`src/core/rtc_pwr_pkg.sv`:
```
// Package with register offsets, field positions, reset values and pin state types of the power sequencer.
package rtc_pwr_pkg;
    // Register offsets on the plain register port.
    localparam logic [7:0] ADDR_CLOCK_CTRL = 8'h31;
    localparam logic [7:0] ADDR_INT_CTRL = 8'h32;
    localparam logic [7:0] ADDR_STATUS = 8'h30;
    localparam logic [7:0] ADDR_SEQ_STATE = 8'h40;
    // Interrupt control fields.
    localparam int INT_CTRL_SENSE_BIT = 5;
    localparam int INT_CTRL_DOWN_BIT = 6;
    localparam logic [7:0] INT_CTRL_ENABLE_MASK = 8'h3F;
    // Status fields.
    localparam int STAT_CLOCK_BIT = 0;
    localparam int STAT_ALARM_BIT = 1;
    localparam int STAT_SENSE_BIT = 2;
    localparam int STAT_TRUE_BIT = 3;
    localparam int STAT_FIRST_BIT = 4;
    // Clock control fields.
    localparam int CLK_SEL_LSB = 0;
    localparam int CLK_SEL_W = 3;
    localparam logic [2:0] CLK_SEL_PASS = 3'h0;
    // Reset values.
    localparam logic [7:0] INT_CTRL_RESET = 8'h00;
    localparam logic [7:0] CLOCK_CTRL_RESET = 8'h00;
    localparam logic [7:0] STATUS_RESET = 8'h10;
    // Sequencer states, one-hot.
    typedef enum logic [1:0] {
        SEQ_RUN = 2'b01,
        SEQ_DOWN = 2'b10
    } seq_state_t;
    // Output pins that travel together.
    typedef struct packed {
        logic hostReset;
        logic supplyEnable;
        logic clockOut;
        logic serialEnable;
    } pins_t;
endpackage : rtc_pwr_pkg

```
`src/core/rtc_power_down_sequencer.sv`:
```
// Power sense and power-down sequencing logic of a serial clock with RAM.
// Overview of operation
// - Bit 5 of interrupt control enables power sensing.
// - Power-down: reset low, clock low, serial off.
// - Supply return releases reset, restores serial port.
// - Restore: clock out, supply enable, reset high.
// - Counters freeze during any serial access outside power-down.
// - Select 000 passes raw oscillator to output.
// - Clock and RAM share one access path.
// - Line inside window counts as supply failure.
// - Power sense flag survives status read.
`timescale 1ns/100ps
module rtc_power_down_sequencer (
    input wire logic clk,
    input wire logic rst_n,
    input wire logic [7:0] regAddr,
    input wire logic [7:0] regWdata,
    input wire logic regWrite,
    input wire logic regRead,
    output logic [7:0] regRdata,
    input wire logic serialActive,
    input wire logic lineInWindow,
    input wire logic system_supply_sense,
    input wire logic oscClock,
    input wire logic [7:0] dividedClocks,
    input wire logic alarmEvent,
    input wire logic periodicEvent,
    input wire logic porPinHigh,
    output logic interruptOut,
    output logic host_reset_output,
    output logic supply_enable_output,
    output logic buffered_clock_output,
    output logic serialEnable,
    output logic counterFreeze,
    output logic [7:0] accessAddr
);
    import rtc_pwr_pkg::*;

    logic [7:0] intCtrl_reg, intCtrl_next;
    logic [7:0] clkCtrl_reg, clkCtrl_next;
    logic [7:0] status_reg, status_next;
    logic [7:0] rdata_reg, rdata_next;
    seq_state_t state_reg, state_next;
    pins_t pins_reg, pins_next;
    logic freeze_reg;
    logic irq_reg;
    logic [7:0] accAddr_reg;
    // Three-stage synchronisers for the pin inputs: sense line, supply sense, oscillator.
    logic [2:0] lineSync_reg, supSync_reg, oscSync_reg;
    logic lineLevel_reg, supLevel_reg, oscLevel_reg;
    logic supPrev_reg;

    // Stage decode and access strobes.
    // The strobes are only decoded here; acceptAccess is added at each use below, so that the refusal in power-down
    // covers the interrupt control write, the clock control write and the status read-clear alike.
    wire writeInt = regWrite && (regAddr == ADDR_INT_CTRL);
    wire writeClk = regWrite && (regAddr == ADDR_CLOCK_CTRL);
    wire readStat = regRead && (regAddr == ADDR_STATUS);
    wire supplyRise = supLevel_reg && !supPrev_reg;
    wire inDown = (state_reg == SEQ_DOWN);
    // Port disconnected during power-down: writes from the port are dropped.
    wire acceptAccess = !inDown;
    wire senseEvent = intCtrl_reg[INT_CTRL_SENSE_BIT] && lineLevel_reg;
    wire [2:0] clkSel = clkCtrl_reg[CLK_SEL_LSB +: CLK_SEL_W];
    wire selClock = (clkSel == CLK_SEL_PASS) ? oscLevel_reg : dividedClocks[clkSel];

    // Register updates; a flag set by hardware wins over the read-clear.
    // The event terms come after the read-clear terms on purpose: an event in
    // the cycle of a status read must not be lost.
    // The hardware clear of the power-down bit needs no write, since writes are refused then.
    always_comb begin
        intCtrl_next = intCtrl_reg;
        clkCtrl_next = clkCtrl_reg;
        status_next = status_reg;
        if (acceptAccess && writeInt) begin
            intCtrl_next = regWdata;
        end
        if (acceptAccess && writeClk) begin
            clkCtrl_next = regWdata;
        end
        if (acceptAccess && readStat) begin
            status_next[STAT_CLOCK_BIT] = 1'b0;
            status_next[STAT_ALARM_BIT] = 1'b0;
            status_next[STAT_TRUE_BIT] = 1'b0;
            status_next[STAT_FIRST_BIT] = !porPinHigh && status_reg[STAT_FIRST_BIT];
            // Power sense flag is kept across the read.
            status_next[STAT_SENSE_BIT] = status_reg[STAT_SENSE_BIT];
        end
        if (senseEvent) begin
            status_next[STAT_SENSE_BIT] = 1'b1;
        end
        if (alarmEvent) begin
            status_next[STAT_ALARM_BIT] = 1'b1;
        end
        if (periodicEvent) begin
            status_next[STAT_CLOCK_BIT] = 1'b1;
        end
        status_next[STAT_TRUE_BIT] = status_next[STAT_TRUE_BIT] | senseEvent | alarmEvent | periodicEvent;
        if (state_reg == SEQ_DOWN && supplyRise) begin
            intCtrl_next[INT_CTRL_DOWN_BIT] = 1'b0;
        end
    end

    // Sequencer: enter power-down on the command bit, leave only on supply return.
    // A supply edge seen while running is ignored, so the edge that follows reset is harmless.
    always_comb begin
        state_next = state_reg;
        unique case (state_reg)
            SEQ_RUN: begin
                if (intCtrl_reg[INT_CTRL_DOWN_BIT]) begin
                    state_next = SEQ_DOWN;
                end
            end
            SEQ_DOWN: begin
                if (supplyRise) begin
                    state_next = SEQ_RUN;
                end
            end
            default: state_next = SEQ_RUN;
        endcase
    end

    // Pin levels follow the sequencer state.
    // The next state is used so that the pins move in the same edge as the state.
    always_comb begin
        if (state_next == SEQ_DOWN) begin
            pins_next = '{hostReset: 1'b0, supplyEnable: 1'b0, clockOut: 1'b0, serialEnable: 1'b0};
        end else begin
            pins_next = '{hostReset: 1'b1, supplyEnable: 1'b1, clockOut: selClock, serialEnable: 1'b1};
        end
    end

    // Read data mux; unmapped addresses read zero.
    always_comb begin
        rdata_next = 8'h00;
        if (regRead) begin
            unique case (regAddr)
                ADDR_STATUS: rdata_next = status_reg;
                ADDR_INT_CTRL: rdata_next = intCtrl_reg;
                ADDR_CLOCK_CTRL: rdata_next = clkCtrl_reg;
                ADDR_SEQ_STATE: rdata_next = {7'h00, inDown};
                default: rdata_next = 8'h00;
            endcase
        end
    end

    // Input synchronisers; a change counts once stages two and three agree.
    // Only the second stage reads the first, which keeps a metastable first stage
    // away from every decision.
    always_ff @(posedge clk) begin
        if (!rst_n) begin
            lineSync_reg <= 3'h0;
            supSync_reg <= 3'h0;
            oscSync_reg <= 3'h0;
            lineLevel_reg <= 1'b0;
            supLevel_reg <= 1'b0;
            oscLevel_reg <= 1'b0;
            supPrev_reg <= 1'b0;
        end else begin
            lineSync_reg <= {lineSync_reg[1:0], lineInWindow};
            supSync_reg <= {supSync_reg[1:0], system_supply_sense};
            oscSync_reg <= {oscSync_reg[1:0], oscClock};
            lineLevel_reg <= (lineSync_reg[1] == lineSync_reg[2]) ? lineSync_reg[2] : lineLevel_reg;
            supLevel_reg <= (supSync_reg[1] == supSync_reg[2]) ? supSync_reg[2] : supLevel_reg;
            oscLevel_reg <= (oscSync_reg[1] == oscSync_reg[2]) ? oscSync_reg[2] : oscLevel_reg;
            supPrev_reg <= supLevel_reg;
        end
    end

    // Register file and sequencer state.
    always_ff @(posedge clk) begin
        if (!rst_n) begin
            intCtrl_reg <= INT_CTRL_RESET;
            clkCtrl_reg <= CLOCK_CTRL_RESET;
            status_reg <= STATUS_RESET;
            state_reg <= SEQ_RUN;
            rdata_reg <= 8'h00;
        end else begin
            intCtrl_reg <= intCtrl_next;
            clkCtrl_reg <= clkCtrl_next;
            status_reg <= status_next;
            state_reg <= state_next;
            rdata_reg <= rdata_next;
        end
    end

    // Registered outputs; every access outside power-down, clock or RAM alike, freezes the counters.
    // The interrupt is held low from the second cycle of power-down on, where the host is kept in reset.
    always_ff @(posedge clk) begin
        if (!rst_n) begin
            pins_reg <= '{hostReset: 1'b0, supplyEnable: 1'b0, clockOut: 1'b0, serialEnable: 1'b0};
            freeze_reg <= 1'b0;
            irq_reg <= 1'b0;
            accAddr_reg <= 8'h00;
        end else begin
            pins_reg <= pins_next;
            freeze_reg <= serialActive && !inDown;
            irq_reg <= |(status_next[2:0] & {intCtrl_reg[INT_CTRL_SENSE_BIT], 2'b11}) && !inDown;
            accAddr_reg <= regAddr;
        end
    end

    // Every output comes straight from a flip-flop.
    // The pin struct is unpacked here into the individual pins.
    assign regRdata = rdata_reg;
    assign interruptOut = irq_reg;
    assign host_reset_output = pins_reg.hostReset;
    assign supply_enable_output = pins_reg.supplyEnable;
    assign buffered_clock_output = pins_reg.clockOut;
    assign serialEnable = pins_reg.serialEnable;
    assign counterFreeze = freeze_reg;
    assign accessAddr = accAddr_reg;
endmodule : rtc_power_down_sequencer

```
`config.mk`:
```
export PLATFORM = sky130hd
export DESIGN_NAME = rtc_power_down_sequencer
export DESIGN_NICKNAME = d
export VERILOG_FILES = /design/src/core/rtc_pwr_pkg.sv /design/src/core/rtc_power_down_sequencer.sv
export SDC_FILE = /design/constraint.sdc
export NUM_CORES = 1
export LEC_CHECK = 0
export ABC_AREA = 1
export BUFFER_PORTS_ARGS = -buffer_cell sky130_fd_sc_hd__buf_2
export CAP_MARGIN = 10
export CORE_UTILIZATION = 45
export CTS_CLUSTER_DIAMETER = 50
export CTS_CLUSTER_SIZE = 14
export DETAILED_ROUTE_END_ITERATION = 12
export PLACE_DENSITY = 0.7
export SYNTH_ARGS = -nofsm -noshare
export SYNTH_HDL_FRONTEND = slang
export SYNTH_SLANG_ARGS = --single-unit
```
`constraint.sdc`:
```
create_clock -name clk -period 1.62 [get_ports clk]
set_input_delay 0 -clock clk [delete_from_list [all_inputs] [get_ports clk]]
set_output_delay 0 -clock clk [all_outputs]
set_load 0.01 [all_outputs]
```
==> results.sh <==
export IMPL_grt_setup_unrepaired="no"
export IMPL_worstSetupPathType="flop to flop"
export IMPL_antennaDiodeCount=0
export IMPL_ios=57
export IMPL_dieArea_um2=5460
export IMPL_num_rows=25
export IMPL_numPortBuffers=55
export IMPL_grt_usage=0.2004
export IMPL_finish_utilization=0.6126
export IMPL_grt_pass1_wl_um=8224
export IMPL_cp_start_kind="flop"
export IMPL_slew_violations=0
export IMPL_initial_core_util=0.4797
export IMPL_overflow=0
export IMPL_die_h_um=73.90
export IMPL_power_density_nw_per_um2=822.8
export IMPL_clkTransAtPathRegs_ns=0.10
export IMPL_timing_fmax_ghz=0.6848
export IMPL_htree_levels=2
export IMPL_yosysUniqueCellTypes=23
export IMPL_postSynthCellCount=325
export IMPL_ys_async_sr_fraction=0
export IMPL_cts_root_buf="clkbuf_8"
export IMPL_setup_viol=0
export IMPL_vdd_drop_max_mv=0.5156
export IMPL_netlist_area_leader_share=0.4820
export IMPL_reg2regPathDepth=8
export IMPL_fin_skew_ns=0.007065
export IMPL_core_area_um2=4848
export IMPL_reg2reg_from="state_reg[0]"
export IMPL_maxCapViolations=0
export IMPL_firstDrtPassIters=4
export IMPL_path_cells="inv_1 -> ha_1 -> nor2_1 -> buf_4 -> buf_4 -> nand3_1 -> nand2_1 -> nor2_1"
export IMPL_required_ns=1.83
export IMPL_synth_area_leaders="dfxtp_1, nand2_1, inv_1"
export IMPL_dp_hpwl_um=3538
export IMPL_min_period_ns=1.460
export IMPL_post_synth_top_count_cell="nand2_1"
export IMPL_ant_nets=0
export IMPL_routabilityCongestion=0.7617
export IMPL_synth_common_cells="nand2_1, inv_1, dfxtp_1, nand3_1, nor2_1"
export IMPL_drtIter0Drc=73
export IMPL_cts_tree="yes"
export IMPL_synth_flop_cell="dfxtp_1"
export IMPL_ys_ff_latch=56
export IMPL_slowest_stage="dfxtp_1"
export IMPL_rrSetupSlack_ns=0.16
export IMPL_ys_warn_count=0
export IMPL_avgSynthCellArea_um2=7.157
export IMPL_slowest_delay_ns=0.35
export IMPL_cts_buffers=5
export IMPL_min_from="rst_n"
export IMPL_syn_area_um2=2326
export IMPL_grt_start_max_net_pins=21
export IMPL_dieWidth_um=73.90
export IMPL_grt_pass1_vias=1899
export IMPL_route_detailed_drc=0
export IMPL_path_max_fanout=13
export IMPL_relSlewSlack=0.7479
export IMPL_cp_startpoint="state_reg[0]"
export IMPL_vias_per_cell=4.453
export IMPL_syn_to_final_growth_pct=27.70
export IMPL_status="finished clean"
export IMPL_clkLatencyLatePin_ns=0.30
export IMPL_wire_per_inst_um=10.35
export IMPL_synth_edff_count=0
export IMPL_post_route_period_util=0.9015
export IMPL_end_kind="flop"
export IMPL_holdPathEnd="status_reg[4]"
export IMPL_hold_path_cell_count=2
export IMPL_worst_pin_slew_ns=0.3778
export IMPL_clockBufferDepth=2
export IMPL_synth_top_area_cell="dfxtp_1"
export IMPL_antenna_found_initial=0
export IMPL_wl_um=4887
export IMPL_clock_sink_count=56
export IMPL_r2r_end="clkCtrl_reg[1]"
export IMPL_p_leak_nw=1.592
export IMPL_final_hold_viol_count=0
export IMPL_synth_nets=362
export IMPL_final_setup_tns_ns=0
export IMPL_drive_above_1_share=0.1877
export IMPL_num_fill_cells=444
export IMPL_ys_seq_area_frac=0.4820
export IMPL_min_path_type="input port to flop"
export IMPL_nNetsFinal=441
export IMPL_via_count=2102
export IMPL_arrival_ns=1.67
-- logic make-up after synthesis --
family,after synthesis,share of synthesized area
buffers and inverters,80,0.1458
flip-flops,56,0.4820
AND/OR/NAND/NOR,161,0.3045
adder cells (fa/ha/maj),2,0.01076
AO/OA/AOI/OAI,26,0.05702
-- critical path: cells and delay by family, from the launching register on --
family / cells / cell delay, ns
adders and majority gates: 1 / 0.26
DFF: 1 / 0.35
buffers and inverters: 3 / 0.40
and+or+nand+nor: 4 / 0.35
-- cell type report --
class / instances / area [µm²] / area share
multi-input combinational: 189 / 873.3 / 0.2940
timing repair buffer: 83 / 543.0 / 0.1828
sequential: 56 / 1121 / 0.3774
tap: 67 / 83.83 / 0.02822
inverter: 69 / 259.0 / 0.08719
clock buffer: 8 / 90.09 / 0.03033
-- per-layer routing --
metal | share of wire | routed length [µm] | vias to the layer above | global-route usage
met1 | 0.48 | 2355 | 922 | 0.2472
met5 | 0 | 0 | - | 0
met3 | 0.033 | 161 | 5 | 0.04527
met4 | 0.0090 | 44 | 0 | 0.05128
li1 | - | - | 1135 | -
met2 | 0.48 | 2325 | 40 | 0.3507
-- cell usage in the layout (no fill, tap or decap) --
| cell type | synthesis | routed |
|---|---|---|
| nor3_4 | 2 | 2 |
| inv_1 | 67 | 67 |
| and2_4 | 2 | 2 |
| a21oi_1 | 19 | 19 |
| buf_2 | 1 | 55 |
| nand3_1 | 40 | 40 |
| o21ai_1 | 0 | 1 |
| nand2_2 | 1 | 1 |
| clkbuf_1 | 3 | 2 |
| nand4_1 | 1 | 1 |
| inv_2 | 2 | 2 |
| nand3_4 | 0 | 1 |
| nand2_1 | 86 | 86 |
| o21ai_0 | 6 | 5 |
| dlygate4sd3_1 | 0 | 23 |
| nor2_2 | 1 | 1 |
| dfxtp_1 | 56 | 56 |
| ha_1 | 2 | 2 |
| o21bai_1 | 1 | 1 |
| clkbuf_8 | 0 | 6 |
| or2_2 | 1 | 1 |
| buf_4 | 5 | 5 |
| nor2_1 | 25 | 25 |
| and2_1 | 1 | 1 |
-- stage by stage --
step                      setup slack, ns  cells  hold slack, ns  cell area [µm²]  power [mW]
final                              0.1596    472         0.05613             2970       2.444
after global routing              0.01179    472         0.07241             2970       2.550
after CTS                          0.1027    471         0.04368             2955       2.458
after detailed placement           0.1625    440          0.1874             2635       1.653
after global placement             0.1929    440          0.1832             2635       1.649
after floorplan                    0.1482    325         0.09345             2326       1.570
-- how the worst max path moves through the flow --
stage	to	slack (ns)	depth (start not counted)
5_1_grt	interruptOut	0.01	10
3_3_place_gp	intCtrl_reg[6]	0.19	8
6_report	clkCtrl_reg[1]	0.16	8
2_1_floorplan	clkCtrl_reg[5]	0.15	7
4_1_cts	clkCtrl_reg[1]	0.10	10
3_5_place_dp	buffered_clock_output	0.16	8
-- power by group --
part	total (mW)	internal [mW]	switching, mW	leakage, nW
sequential	1.42	1.41	0.0124	0.457
clock	0.778	0.350	0.428	0.0455
combinational	0.244	0.116	0.128	1.09
-- repair_timing --
action	CTS	global route
endpoints found under the hold margin	23	0
hold buffers	23	0
endpoints found under the setup margin	0	10
gates resized for setup	0	2
buffers inserted	0	1
No activity file was read; power rests on OpenSTA's default activity.
